$ cat src/dmapg_pkg.sv
// Constants and types shared by the DMA page address generator.
// Assumes a byte-wide I/O port bus and a single system clock domain.
package dmapg_pkg;

    // ****************************************************************
    // Page register port addresses
    // ****************************************************************
    localparam logic [15:0] DMAPG_PORT_CH0 = 16'h0087;
    localparam logic [15:0] DMAPG_PORT_CH1 = 16'h0083;
    localparam logic [15:0] DMAPG_PORT_CH2 = 16'h0081;
    localparam logic [15:0] DMAPG_PORT_CH3 = 16'h0082;
    localparam logic [15:0] DMAPG_PORT_CH5 = 16'h008b;
    localparam logic [15:0] DMAPG_PORT_CH6 = 16'h0089;
    localparam logic [15:0] DMAPG_PORT_CH7 = 16'h008a;
    localparam logic [15:0] DMAPG_PORT_REFRESH = 16'h008f;

    // ****************************************************************
    // Storage layout and reset values
    // ****************************************************************
    localparam int DMAPG_NUM_SLOTS = 8;
    localparam int DMAPG_CTRL_CH = 4;
    localparam logic [2:0] DMAPG_IDX_REFRESH = 3'h4;
    localparam logic [2:0] DMAPG_IDX_WIDE_BASE = 3'h5;
    localparam logic [7:0] DMAPG_PAGE_RST = 8'h00;
    localparam logic [7:0] DMAPG_RDATA_RST = 8'h00;
    localparam logic [23:0] DMAPG_ADDR_RST = 24'h000000;

    // ****************************************************************
    // Cycle classes
    // ****************************************************************
    typedef enum logic [3:0] {
        DMAPG_CYC_IDLE = 4'h1,
        DMAPG_CYC_NARROW = 4'h2,
        DMAPG_CYC_WIDE = 4'h4,
        DMAPG_CYC_REFRESH = 4'h8
    } dmapg_cyc_e;

endpackage : dmapg_pkg

$ cat src/dmapg_addr_form.sv
// Combinational former of a 24-bit system address and byte-high select.
// Assumes the caller registers the results before they leave the chip.
`timescale 1ns/1ps
module dmapg_addr_form (
    input wire logic [7:0] page_i,
    input wire logic [15:0] offset_i,
    input wire logic wide_i,
    output logic [23:0] addr_o,
    output logic byte_high_select_o
);

    // ****************************************************************
    // Address forming
    // ****************************************************************
    always_comb
    begin
        if (wide_i)
        begin
            // The low page bit is dropped since the shifted offset owns A16.
            addr_o = {page_i[7:1], offset_i, 1'b0};
            byte_high_select_o = 1'b0;
        end
        else
        begin
            addr_o = {page_i, offset_i};
            byte_high_select_o = ~offset_i[0];
        end
    end

endmodule : dmapg_addr_form

$ cat src/dmapg_top.sv
// Page registers and system address generation for two cascaded DMA controllers.
// Assumes the controllers, refresh logic and I/O decoder share ref_clk_i.
//
// Summary of operation
// - Eight channels come from two four-channel controllers, 0-3 on the first and 4-7 on the second.
// - Channel 4 of the second controller only cascades the first controller and never transfers itself.
// - Channels 0 to 3 move 8-bit data between 8-bit adapters and 8- or 16-bit memory.
// - An 8-bit channel moves blocks of up to 64KB placed anywhere in the 16MB space.
// - Channels 5 to 7 move 16-bit data between 16-bit adapters and 16-bit memory.
// - A 16-bit channel moves blocks of up to 128KB placed anywhere in the 16MB space.
// - The 16-bit channels only ever present even byte addresses.
// - Page registers sit at ports 87, 83, 81, 82, 8B, 89, 8A and refresh at 8F.
// - For channels 0 to 3 the page drives A23-A16 and the controller drives A15-A0.
// - For channels 5 to 7 the page drives A23-A17 and the shifted controller output drives A16-A1.
// - On 8-bit cycles the byte-high select is the inverse of A0.
// - On 16-bit cycles both the byte-high select and A0 are zero.
// - Address counting never carries into or borrows from the page, so it wraps in its page.
`timescale 1ns/1ps
module dmapg_top #(
    parameter int PAGE_W = 8
) (
    input wire logic ref_clk_i,
    input wire logic rst_i,
    input wire logic [15:0] io_addr_i,
    input wire logic io_wr_i,
    input wire logic io_rd_i,
    input wire logic [7:0] io_wdata_i,
    output logic [7:0] io_rdata_o,
    output logic io_ack_o,
    input wire logic [3:0] ctrl1_dack_i,
    input wire logic [15:0] ctrl1_addr_i,
    input wire logic [3:0] ctrl2_dack_i,
    input wire logic [15:0] ctrl2_addr_i,
    input wire logic refresh_i,
    input wire logic [15:0] refresh_addr_i,
    output logic [23:0] sys_addr_o,
    output logic byte_high_select_o,
    output logic dma_cycle_o,
    output logic wide_cycle_o,
    output logic refresh_cycle_o,
    output logic [2:0] chan_o,
    output logic cascade_err_o
);

    // ****************************************************************
    // Elaboration checks
    // ****************************************************************
    if (PAGE_W != 8)
    begin : g_bad_width
        $error("dmapg_top: PAGE_W must be 8");
    end

    // ****************************************************************
    // Port decode
    // ****************************************************************
    logic [PAGE_W-1:0] page_r [0:dmapg_pkg::DMAPG_NUM_SLOTS-1];
    logic [2:0] io_idx;
    logic io_hit;
    logic wr_hit;
    logic rd_hit;
    logic [7:0] rd_val;

    always_comb
    begin
        io_hit = 1'b1;
        io_idx = 3'h0;
        case (io_addr_i)
            dmapg_pkg::DMAPG_PORT_CH0: io_idx = 3'h0;
            dmapg_pkg::DMAPG_PORT_CH1: io_idx = 3'h1;
            dmapg_pkg::DMAPG_PORT_CH2: io_idx = 3'h2;
            dmapg_pkg::DMAPG_PORT_CH3: io_idx = 3'h3;
            dmapg_pkg::DMAPG_PORT_REFRESH: io_idx = dmapg_pkg::DMAPG_IDX_REFRESH;
            dmapg_pkg::DMAPG_PORT_CH5: io_idx = 3'h5;
            dmapg_pkg::DMAPG_PORT_CH6: io_idx = 3'h6;
            dmapg_pkg::DMAPG_PORT_CH7: io_idx = 3'h7;
            default: io_hit = 1'b0;
        endcase
    end

    assign wr_hit = io_wr_i & io_hit;
    assign rd_hit = io_rd_i & io_hit;
    assign rd_val = page_r[io_idx];

    // ****************************************************************
    // Page register bank
    // ****************************************************************
    // Slot 4 holds the refresh page, since channel 4 never needs a page of its own.
    for (genvar g = 0; g < dmapg_pkg::DMAPG_NUM_SLOTS; g++)
    begin : g_page
        always_ff @(posedge ref_clk_i)
        begin
            if (rst_i)
            begin
                page_r[g] <= dmapg_pkg::DMAPG_PAGE_RST;
            end
            else if (wr_hit && (io_idx == 3'(g)))
            begin
                page_r[g] <= io_wdata_i;
            end
        end
    end

    // ****************************************************************
    // Read back
    // ****************************************************************
    // Unmapped reads give no acknowledge, so another device may answer.
    always_ff @(posedge ref_clk_i)
    begin
        if (rst_i)
        begin
            io_rdata_o <= dmapg_pkg::DMAPG_RDATA_RST;
            io_ack_o <= 1'b0;
        end
        else
        begin
            io_ack_o <= rd_hit;
            io_rdata_o <= rd_hit ? rd_val : dmapg_pkg::DMAPG_RDATA_RST;
        end
    end

    // ****************************************************************
    // Channel selection
    // ****************************************************************
    dmapg_pkg::dmapg_cyc_e cyc_nxt;
    dmapg_pkg::dmapg_cyc_e cyc_r;
    logic [2:0] sel_idx;
    logic [15:0] sel_ofs;
    logic [7:0] sel_page;
    logic cascade_nxt;
    logic [23:0] addr_nxt;
    logic bhs_nxt;

    // Lowest acknowledge wins if a controller ever shows more than one.
    always_comb
    begin
        cyc_nxt = dmapg_pkg::DMAPG_CYC_IDLE;
        sel_idx = 3'h0;
        sel_ofs = 16'h0000;
        cascade_nxt = 1'b0;
        if (refresh_i)
        begin
            cyc_nxt = dmapg_pkg::DMAPG_CYC_REFRESH;
            sel_idx = dmapg_pkg::DMAPG_IDX_REFRESH;
            sel_ofs = refresh_addr_i;
        end
        else if (ctrl2_dack_i[0])
        begin
            if (|ctrl1_dack_i)
            begin
                cyc_nxt = dmapg_pkg::DMAPG_CYC_NARROW;
                sel_ofs = ctrl1_addr_i;
                for (int k = dmapg_pkg::DMAPG_CTRL_CH - 1; k >= 0; k--)
                begin
                    if (ctrl1_dack_i[k])
                    begin
                        sel_idx = 3'(k);
                    end
                end
            end
            else
            begin
                cascade_nxt = 1'b1;
            end
        end
        else if (|ctrl2_dack_i[3:1])
        begin
            cyc_nxt = dmapg_pkg::DMAPG_CYC_WIDE;
            sel_ofs = ctrl2_addr_i;
            for (int k = dmapg_pkg::DMAPG_CTRL_CH - 1; k >= 1; k--)
            begin
                if (ctrl2_dack_i[k])
                begin
                    sel_idx = 3'(k + 4);
                end
            end
        end
        else if (|ctrl1_dack_i)
        begin
            // A first-controller grant without the cascade grant is a protocol fault.
            cascade_nxt = 1'b1;
        end
    end

    assign sel_page = page_r[sel_idx];

    // The offset is used as given and never added to the page, so no carry can reach it.
    dmapg_addr_form u_form (
        .page_i(sel_page),
        .offset_i(sel_ofs),
        .wide_i(cyc_nxt == dmapg_pkg::DMAPG_CYC_WIDE),
        .addr_o(addr_nxt),
        .byte_high_select_o(bhs_nxt)
    );

    // ****************************************************************
    // Cycle class register
    // ****************************************************************
    always_ff @(posedge ref_clk_i)
    begin
        if (rst_i)
        begin
            cyc_r <= dmapg_pkg::DMAPG_CYC_IDLE;
        end
        else
        begin
            cyc_r <= cyc_nxt;
        end
    end

    // ****************************************************************
    // Bus outputs
    // ****************************************************************
    // One cycle of latency; a page written in the same cycle applies from the next.
    always_ff @(posedge ref_clk_i)
    begin
        if (rst_i)
        begin
            sys_addr_o <= dmapg_pkg::DMAPG_ADDR_RST;
            byte_high_select_o <= 1'b0;
            chan_o <= 3'h0;
            cascade_err_o <= 1'b0;
        end
        else
        begin
            case (cyc_nxt)
                dmapg_pkg::DMAPG_CYC_IDLE:
                begin
                    sys_addr_o <= dmapg_pkg::DMAPG_ADDR_RST;
                    byte_high_select_o <= 1'b0;
                end
                default:
                begin
                    sys_addr_o <= addr_nxt;
                    byte_high_select_o <= bhs_nxt;
                end
            endcase
            chan_o <= sel_idx;
            cascade_err_o <= cascade_nxt;
        end
    end

    always_ff @(posedge ref_clk_i)
    begin
        if (rst_i)
        begin
            dma_cycle_o <= 1'b0;
            wide_cycle_o <= 1'b0;
            refresh_cycle_o <= 1'b0;
        end
        else
        begin
            dma_cycle_o <= (cyc_nxt == dmapg_pkg::DMAPG_CYC_NARROW) || (cyc_nxt == dmapg_pkg::DMAPG_CYC_WIDE);
            wide_cycle_o <= (cyc_nxt == dmapg_pkg::DMAPG_CYC_WIDE);
            refresh_cycle_o <= (cyc_nxt == dmapg_pkg::DMAPG_CYC_REFRESH);
        end
    end

    // ****************************************************************
    // Assertions
    // ****************************************************************
    property p_narrow_addr;
        @(posedge ref_clk_i) disable iff (rst_i)
        (cyc_nxt == dmapg_pkg::DMAPG_CYC_NARROW) |=>
            (sys_addr_o == {$past(sel_page), $past(ctrl1_addr_i)}) && dma_cycle_o && !wide_cycle_o;
    endproperty
    a_narrow_addr: assert property (p_narrow_addr) else $error("narrow address wrong");

    property p_narrow_bhs;
        @(posedge ref_clk_i) disable iff (rst_i)
        (cyc_r == dmapg_pkg::DMAPG_CYC_NARROW) |-> (byte_high_select_o == !sys_addr_o[0]);
    endproperty
    a_narrow_bhs: assert property (p_narrow_bhs) else $error("byte high select not inverse of A0");

    property p_wide_zero;
        @(posedge ref_clk_i) disable iff (rst_i)
        wide_cycle_o |-> !byte_high_select_o && !sys_addr_o[0];
    endproperty
    a_wide_zero: assert property (p_wide_zero) else $error("wide cycle odd or byte high set");

    property p_wide_addr;
        @(posedge ref_clk_i) disable iff (rst_i)
        (cyc_nxt == dmapg_pkg::DMAPG_CYC_WIDE) |=>
            (sys_addr_o[16:1] == $past(ctrl2_addr_i)) && (sys_addr_o[23:17] == $past(sel_page[7:1]));
    endproperty
    a_wide_addr: assert property (p_wide_addr) else $error("wide address wrong");

    property p_page_write;
        @(posedge ref_clk_i) disable iff (rst_i)
        wr_hit |=> (page_r[$past(io_idx)] == $past(io_wdata_i));
    endproperty
    a_page_write: assert property (p_page_write) else $error("page write lost");

    property p_readback;
        @(posedge ref_clk_i) disable iff (rst_i)
        rd_hit |=> io_ack_o && (io_rdata_o == $past(rd_val)) ##1 !io_ack_o || $past(rd_hit);
    endproperty
    a_readback: assert property (p_readback) else $error("read back wrong");

    property p_unmapped;
        @(posedge ref_clk_i) disable iff (rst_i)
        !rd_hit |=> !io_ack_o && (io_rdata_o == 8'h00);
    endproperty
    a_unmapped: assert property (p_unmapped) else $error("unmapped port answered");

    property p_cascade;
        @(posedge ref_clk_i) disable iff (rst_i)
        (!refresh_i && ctrl2_dack_i[0] && !(|ctrl1_dack_i)) |=> cascade_err_o && !dma_cycle_o;
    endproperty
    a_cascade: assert property (p_cascade) else $error("channel 4 transferred");

    property p_orphan;
        @(posedge ref_clk_i) disable iff (rst_i)
        (!refresh_i && !ctrl2_dack_i[0] && (|ctrl1_dack_i)) |=> cascade_err_o && !dma_cycle_o;
    endproperty
    a_orphan: assert property (p_orphan) else $error("first controller moved without cascade grant");

    property p_no_carry;
        @(posedge ref_clk_i) disable iff (rst_i)
        (wide_cycle_o && $past(wide_cycle_o) && (chan_o == $past(chan_o)) && !$past(wr_hit, 2))
            |-> (sys_addr_o[23:17] == $past(sys_addr_o[23:17]));
    endproperty
    a_no_carry: assert property (p_no_carry) else $error("page changed by counting");

    property p_cov_narrow;
        @(posedge ref_clk_i) disable iff (rst_i)
        dma_cycle_o && !wide_cycle_o && sys_addr_o[0];
    endproperty
    c_narrow: cover property (p_cov_narrow);

    property p_cov_wide;
        @(posedge ref_clk_i) disable iff (rst_i)
        wide_cycle_o ##1 wide_cycle_o;
    endproperty
    c_wide: cover property (p_cov_wide);

    property p_cov_refresh;
        @(posedge ref_clk_i) disable iff (rst_i)
        refresh_cycle_o;
    endproperty
    c_refresh: cover property (p_cov_refresh);

    property p_cov_rw;
        @(posedge ref_clk_i) disable iff (rst_i)
        wr_hit ##2 rd_hit ##1 io_ack_o;
    endproperty
    c_rw: cover property (p_cov_rw);

endmodule : dmapg_top

$ cat config.mk
export PLATFORM = sky130hd
export DESIGN_NAME = dmapg_top
export DESIGN_NICKNAME = d
export VERILOG_FILES = /design/src/dmapg_pkg.sv /design/src/dmapg_addr_form.sv /design/src/dmapg_top.sv
export SDC_FILE = /design/constraint.sdc
export NUM_CORES = 1
export LEC_CHECK = 0
export ABC_AREA = 1
export BUFFER_PORTS_ARGS = -buffer_cell sky130_fd_sc_hd__buf_2
export CAP_MARGIN = 20
export CORE_ASPECT_RATIO = 1.5
export CORE_MARGIN = 1
export CORE_UTILIZATION = 45
export DETAILED_ROUTE_END_ITERATION = 6
export PLACE_DENSITY = 0.79
export SYNTH_ARGS = -nofsm -noshare
export SYNTH_HDL_FRONTEND = slang
export SYNTH_SLANG_ARGS = --single-unit
$ cat constraint.sdc
create_clock -name ref_clk_i -period 6.2 [get_ports ref_clk_i]
set_input_delay 0.31 -clock ref_clk_i [delete_from_list [all_inputs] [get_ports ref_clk_i]]
set_output_delay 0.31 -clock ref_clk_i [all_outputs]
set_load 0.1 [all_outputs]
==> metrics.yaml, run 1 <==
worst_pin_slew_ns: 1.01
critPathArrivalTime_ns: 3.17
hold_viol: 0
hold_slack_ns: 0.227
finalMaxSlewViolations: 0
drv_cap: 0
yosysUniqueCellTypes: 33
wirelength_um: 15000
clk_path_buf_depth: 2
skew_ns: 0.00695
ctsResizeCount: 0
clock-sinks: 105
ys_warn_count: 0
dr_total_vias: 5156
initial_core_util_pct: 46.3
dr.pass1.iters: 6
synth.most_common_cell: "nand2_1"
synthesis.area_um2: 5530
syn_inst: 714
grt_overflow: 0
grt_pass1_vias: 4575
setup_tns_ns: 0
portBuffers: 125
final_layout_size_suffix_gt1_share_pct: 21.0
grtUsageTotal_pct: 24.2
io_pins: 126
synth_edf_count: 64
postCtsSetupRepairBufs: 0
cts_root_buf: "clkbuf_16"
synth-main-ff-cell: "edfxtp_1"
cts_tree: "done"
cts_buffers: 9
rows: 49
wire_per_inst_um: 15.2
drtIter0Drc: 441
viasPerCell: 5.22
p_int_w: 0.00115
dp_hpwl_um: 11500
p_per_area_nw_per_um2: 251
dpl_cell_area_um2: 6240
path_cells: "buf_2 > clkinv_1 > nand2_2 > clkinv_1 > nand2_1 > nand3_1 > nand3_1 > nand2_1 > nor2_1"
power_frac_comb_pct: 17.7
yosysTopAreaCell: "edfxtp_1"
die_h_um: 138
post-route-util_pct: 54.7
path_max_fanout: 46
vdd_drop_max_mv: 0.112
finalCriticalPeriod_ns: 2.89
status: "finished, final reports clean"
maxSlewHeadroom_pct: 32.1
power_leakage_nw: 3.05
max_freq_mhz: 346
clk_latency_ns: 0.35
synth_top_area_share_pct: 34.7
endpoint_kind: "flip-flop"
grt_antenna_before_repair: 0
synth.net_count: 799
avgSynthCellArea_um2: 7.75
p_clk_share_pct: 34.1
holdPathStages: 3
synth_commonest_cells: "nand2_1, nor2_1, nand3_1"
switchingPower_w: 0.000490
path_clk_slew_ns: 0.07
synth_seq_cells: 105
hp-class: "in2reg"
period_share_pct: 46.6
antennaDiodeCount: 0
drcViolationCount: 0
grt_setup_unrepaired: "false"
cp_slowest_cell: "nand2_2"
ys_seq_area_share_pct: 49.6
die_w_um: 92.5
p_seq_share_pct: 48.2
dieArea_um2: 12800
swShare_pct: 29.8
rr_worst_depth: 6
grt_max_degree: 51
grt_pass1_wl_um: 23200
cp-start-kind: "input port"
globalplace.congestion: 0.972
area_growth_pct: 18.1
setup-violations-final: 0
ant_nets: 0
synth.area.top_cells: "edfxtp_1, dfxtp_1, nand2_1"
fin_area_um2: 6540
worst_ep_required_time_ns: 6.48
coreArea_um2: 12000
nNetsFinal: 915
max_stage_delay_ns: 0.88
total_power_w: 0.00164
critPathKind: "in2reg"
ys_async_sr_fraction_pct: 0
htreeDepth: 3
postCtsHoldBufs: 0
-- registers in the layout, indices dropped and copies added (netlist names) --
signal	cells
byte_high_select_o	1
cascade_err_o	1
chan_o	3
dma_cycle_o	1
io_ack_o	1
io_rdata_o	8
page_r	64
refresh_cycle_o	1
sys_addr_o	24
wide_cycle_o	1
-- cells in the final DEF (no fill, tap or decap), types with 2 or more instances in the layout --
| cell type | Yosys | layout |
|---|---|---|
| a211oi_1 | 2 | 2 |
| a21oi_1 | 4 | 4 |
| a31oi_1 | 17 | 17 |
| buf_2 | 8 | 126 |
| buf_4 | 2 | 3 |
| clkbuf_16 | 0 | 9 |
| clkinv_1 | 4 | 7 |
| dfxtp_1 | 41 | 41 |
| edfxtp_1 | 64 | 64 |
| inv_1 | 72 | 72 |
| inv_2 | 3 | 3 |
| nand2_1 | 179 | 179 |
| nand2_2 | 10 | 10 |
| nand3_1 | 73 | 73 |
| nand3_2 | 6 | 6 |
| nand3b_1 | 9 | 9 |
| nand4_1 | 9 | 9 |
| nor2_1 | 140 | 140 |
| nor2_2 | 6 | 6 |
| nor2_4 | 2 | 2 |
| nor2_8 | 2 | 2 |
| nor3_1 | 2 | 2 |
| o211ai_1 | 14 | 14 |
| o21ai_0 | 23 | 23 |
-- power by group through the flow --
stage / sequential, W / combinational [W] / clock [W]
6_report: 0.000790 / 0.000291 / 0.000560
3_3_place_gp: 0.000805 / 0.000287 / 0
4_1_cts: 0.000790 / 0.000290 / 0.000564
2_1_floorplan: 0.000912 / 0.000100 / 0
3_5_place_dp: 0.000806 / 0.000289 / 0
5_1_grt: 0.000794 / 0.000311 / 0.000586
-- cells by family (layout without fill, tap and decap cells) --
group / Yosys count / count (layout) / synth area share, %
simple gates: 441 / 441 / 35.5
flops: 105 / 105 / 49.6
buf+inv: 104 / 225 / 7.80
compound gates: 64 / 64 / 7.15
-- worst max-delay path: cells and delay by family --
| family | cells | cell delay, ns |
|---|---|---|
| AND/OR/NAND/NOR | 6 | 1.34 |
| buffers and inverters | 3 | 1.48 |
-- worst paths after layout --
check	start	end	slack [ns]
hold reg to reg	page_r[7][1]	sys_addr_o[17]	0.67
setup / recovery	refresh_i	sys_addr_o[23]	3.31
setup reg to reg	page_r[3][3]	io_rdata_o[3]	5.09
hold / removal	ctrl2_addr_i[1]	sys_addr_o[2]	0.23
-- final cells by class --
class	count	area, um2
fillers	1137	5420
flip-flops and latches	105	2740
multi-input cells	505	2360
repair buffers	130	661
inverters	79	297
clock buffers	10	229
well taps	153	191
clock inverters	6	57.6
-- through the flow --
step	cells	setup WS (ns)
floorplan	714	3.92
global placement	970	3.05
detailed placement	970	2.97
CTS	986	3.33
global route	988	2.90
finish	988	3.31
-- metal layers --
layer,GRT usage [%],vias up,wire length (um)
met5,0,-,0
met3,4.53,40,1000
met2,42.8,226,7730
li1,-,2566,-
met1,27.6,2324,5690
met4,12.2,0,632
Note: power is estimated with default switching activity, not from simulation.
==> run 2: changes to the inputs <==
==> constraint.sdc (replaced) <==
create_clock -name ref_clk_i -period 2.9 [get_ports ref_clk_i]
set_input_delay 0.145 -clock ref_clk_i [delete_from_list [all_inputs] [get_ports ref_clk_i]]
set_output_delay 0.145 -clock ref_clk_i [all_outputs]
set_load 0.1 [all_outputs]
==> run 2 against run 1 <==
  * Critical path type unchanged
  * Wire length up 3.6%
  * Clock power up 110%
  * Sequential power up 110%
  * Critical path depth up 3
==> metrics.yaml, run 2 (same netlist as run 1, synthesis figures left out) <==
seq_area_um2: 2740
ant_nets: 0
viasPerCell: 5.27
grt_pass1_wl_um: 23900
grtUsageTotal_pct: 24.9
final_cell_mix: "nand2_1, nor2_1, buf_2"
hold_viol: 0
endpoint_kind: "flip-flop"
cts_buffers: 9
finalMaxSlewViolations: 0
clock-sinks: 105
power_leakage_nw: 3.08
die_h_um: 138
coreArea_um2: 12000
fillCellCount: 1150
drtIter0Drc: 395
ctsResizeCount: 0
postCtsSetupRepairBufs: 0
die_w_um: 92.5
p_per_area_nw_per_um2: 535
nNetsFinal: 923
critPathArrivalTime_ns: 1.93
initial_core_util_pct: 46.3
wirelength_um: 15600
fin_cells: 996
htreeDepth: 3
path_clk_slew_ns: 0.07
grt_pass1_vias: 4730
skew_ns: 0.00566
path_max_fanout: 11
clk_path_buf_depth: 2
met1_usage_pct: 27.3
largestRegisters: "page_r: 64 flops, sys_addr_o: 24 flops, io_rdata_o: 8 flops"
vdd_drop_max_mv: 0.233
mostFrequentLayoutCell: "nand2_1"
wire_per_inst_um: 15.6
postCtsHoldBufs: 0
grt_util_met2_pct: 46.3
multi_input_area_um2: 2360
maxSlewHeadroom_pct: 26.8
largest_reg_flops: 64
grt_max_degree: 40
cts_tree: "done"
grt_antenna_before_repair: 0
setup_tns_ns: 0
grt_overflow: 0
drv_cap: 0
finalCriticalPeriod_ns: 1.92
drcViolationCount: 0
grt_setup_unrepaired: "false"
dr.pass1.iters: 5
dp.cells: 980
period_share_pct: 66.1
total_power_w: 0.00353
portBuffers: 125
dp_hpwl_um: 11700
final_layout_size_suffix_gt1_share_pct: 21.8
worst_ep_required_time_ns: 2.91
max_freq_mhz: 522
setup-violations-final: 0
max_flop_register: "page_r"
critPathKind: "in2reg"
cp-start-kind: "input port"
rows: 49
dr_total_vias: 5247
status: "finished, final reports clean"
hp-class: "in2reg"
antennaDiodeCount: 0
gr-usage-met3_pct: 4.42
globalplace.congestion: 0.945
clk_latency_ns: 0.35
grt-busiest-layer: "met2"
worst_pin_slew_ns: 1.09
hold_slack_ns: 0.0642
io_pins: 126
area_growth_pct: 19.3
cts_root_buf: "clkbuf_16"
dieArea_um2: 12800
## run 2: power breakdown
group | switching (W) | total, W | internal, W
combinational | 0.000486 | 0.000635 | 0.000149
clock | 0.000534 | 0.00120 | 0.000668
sequential | 0.0000356 | 0.00169 | 0.00166
## run 2: final timing paths
| check | from | end | slack [ns] | depth (start not counted) |
|---|---|---|---|---|
| worst max-delay path | io_addr_i[1] | page_r[6][0] | 0.98 | 12 |
| worst min-delay path | ctrl2_addr_i[4] | sys_addr_o[5] | 0.06 | 3 |
| worst max register to register | page_r[4][2] | sys_addr_o[18] | 1.79 | 6 |
| worst min register to register | page_r[5][0] | io_rdata_o[0] | 0.66 | 4 |
## run 2: through the flow
| stage | instance area [um2] | utilization, % | setup slack, ns |
|---|---|---|---|
| floorplan | 5530 | - | 0.781 |
| finish | 6600 | 55.2 | 0.983 |
| detailed placement | 6310 | 52.8 | 0.659 |
| global route | 6600 | 55.2 | 0.746 |
| CTS | 6600 | 55.2 | 1.01 |
| global placement | 6310 | 52.8 | 0.675 |
## run 2: metal layers
metal / part of all wire, % / vias up
met2: 52 / 225
met4: 3.8 / 0
met3: 6.7 / 41
met5: 0 / -
li1: - / 2575
met1: 38 / 2406
## run 2: worst max-delay path, stage by stage
cell and delay, ns:
buf_2 0.15, nand2_2 0.09, inv_2 0.05, nand2_1 0.05, nor2_1 0.04, nand2_1 0.08
nand2_1 0.06, nor2_1 0.32, nand2_1 0.42, inv_1 0.20, nand2_1 0.06, nand2_1 0.25
## run 2: layout make-up
class | count | area share [%]
Clock buffer | 11 | 3.53
Inverter | 79 | 4.49
Tap cell | 153 | 2.90
Clock inverter | 5 | 0.834
Multi-Input combinational cell | 505 | 35.7
Timing Repair Buffer | 138 | 11.0
Sequential cell | 105 | 41.6
==> run 3: changes to the inputs <==
==> constraint.sdc (replaced) <==
create_clock -name ref_clk_i -period 1.9 [get_ports ref_clk_i]
set_input_delay 0.095 -clock ref_clk_i [delete_from_list [all_inputs] [get_ports ref_clk_i]]
set_output_delay 0.095 -clock ref_clk_i [all_outputs]
set_load 0.1 [all_outputs]
==> run 3 against run 2 <==
  * Register-to-register slack got worse by 1.0 ns
  * Non-clock buffer count up 30
  * First-iteration DRC count down 2.0%
  * Via count rose by 4.1%
  * Utilization up 2.6 points
  * Cell count up 3.0%
  * Highest routed layer unchanged
==> metrics.yaml, run 3 (same netlist as run 1, synthesis figures left out) <==
grtUsageTotal_pct: 25.7
nNetsFinal: 953
rows: 49
worst_pin_slew_ns: 0.510
r2r_start: "page_r[7][3]"
critPathKind: "in2reg"
critPathArrivalTime_ns: 1.76
worst_ep_required_time_ns: 1.97
final_layout_size_suffix_gt1_share_pct: 24.9
htreeDepth: 3
mostFrequentLayoutCell: "nand2_1"
dr.pass1.iters: 5
skew_ns: 0.00673
largest_reg_flops: 64
finalCriticalPeriod_ns: 1.70
path_max_fanout: 8
clk_path_buf_depth: 2
max_flop_register: "page_r"
cts_tree: "done"
portBuffers: 125
cp-start-kind: "input port"
path_clk_slew_ns: 0.07
antennaDiodeCount: 0
path_cells: "buf_2 > nor2_1 > nand2_1 > nor2_8 > nand2_1 > nor3_1 > nand3b_1 > nand3_1 > buf_4 > o21ai_0 > buf_4"
grt_pass1_wl_um: 24800
finalMaxSlewViolations: 0
ff2ff_setup_slack_ns: 0.76
die_h_um: 138
drtIter0Drc: 387
setup_tns_ns: 0
grt_overflow: 0
clock-sinks: 105
ctsResizeCount: 0
cp.buffers_inverters: 3
place_ws_ns: -0.142
area_growth_pct: 24.9
period_share_pct: 89.3
cts_buffers: 9
grt_setup_unrepaired: "false"
dr_total_vias: 5462
dieArea_um2: 12800
grt_antenna_before_repair: 0
grt_pass1_vias: 5073
clk_latency_ns: 0.36
cts_root_buf: "clkbuf_16"
power_leakage_nw: 3.27
hp-class: "in2reg"
p_per_area_nw_per_um2: 802
dp_hpwl_um: 12500
globalplace.congestion: 0.951
drv_cap: 0
postCtsSetupRepairBufs: 0
min-delay-start: "refresh_addr_i[3]"
max_stage_delay_ns: 0.23
coreArea_um2: 12000
setup_slack_ns: 0.204
rr_worst_depth: 4
die_w_um: 92.5
ant_nets: 0
largestRegisters: "page_r: 64 flops, sys_addr_o: 24 flops, io_rdata_o: 8 flops"
wire_per_inst_um: 15.8
viasPerCell: 5.32
holdPathStages: 3
drcViolationCount: 0
endpoint_kind: "flip-flop"
cp_slowest_cell: "o21ai_0"
setup-violations-final: 0
hold_end: "sys_addr_o[3]"
wirelength_um: 16200
io_pins: 126
maxSlewHeadroom_pct: 66.0
total_power_w: 0.00554
crit_family: "simple AND/OR/NAND/NOR gates"
final_cell_mix: "nand2_1, nor2_1, buf_2"
grt_max_degree: 40
status: "finished, final reports clean"
hold_viol: 0
vdd_drop_max_mv: 0.393
r2r-end: "sys_addr_o[19]"
initial_core_util_pct: 46.3
postCtsHoldBufs: 0
max_freq_mhz: 590
-- run 3: routing by layer --
metal	vias up	global-route usage, %	wire length, um
met5	-	0	0
met4	0	16.9	841
met3	53	4.08	1140
met2	274	47.0	8330
met1	2498	27.1	5880
li1	2637	-	-
-- run 3: tightest hold or removal path: cells and delay by family --
kind	cells	cell delay [ns]
AOI/OAI and AO/OA	1	0.07
and+or+nand+nor	1	0.05
buffers and inverters	1	0.09
-- run 3: final cells by class --
| type | instances | area, um2 |
|---|---|---|
| Clock buffer | 9 | 225 |
| Clock inverter | 7 | 86.3 |
| Sequential cell | 105 | 2740 |
| Multi-Input combinational cell | 505 | 2360 |
| Timing Repair Buffer | 168 | 1010 |
| Inverter | 79 | 297 |
| Tap cell | 153 | 191 |
| Fill cell | 1131 | 5040 |
-- run 3: power by group --
| part | leakage (nW) | internal [W] | switching, W |
|---|---|---|---|
| combinational | 2.17 | 0.000252 | 0.000756 |
| clock | 0.156 | 0.00105 | 0.000899 |
| sequential | 0.945 | 0.00253 | 0.0000504 |
-- run 3: per-stage QoR --
step,area [um2],instances,utilization [%],hold WS (ns)
2_1_floorplan,5530,714,-,0.167
3_3_place_gp,6600,1010,55.2,0.366
3_5_place_dp,6600,1010,55.2,0.372
4_1_cts,6910,1026,57.8,0.00129
5_1_grt,6910,1026,57.8,0.0161
6_report,6910,1026,57.8,0.00348
-- run 3: worst max path at each step --
stage	depth (start not counted)	startpoint	to
6_report	11	io_addr_i[15]	page_r[3][7]
5_1_grt	11	io_addr_i[15]	page_r[3][3]
4_1_cts	11	io_addr_i[13]	page_r[3][2]
3_5_place_dp	11	io_addr_i[13]	page_r[3][3]
3_3_place_gp	11	io_addr_i[15]	page_r[3][1]
2_1_floorplan	8	io_addr_i[15]	page_r[0][0]
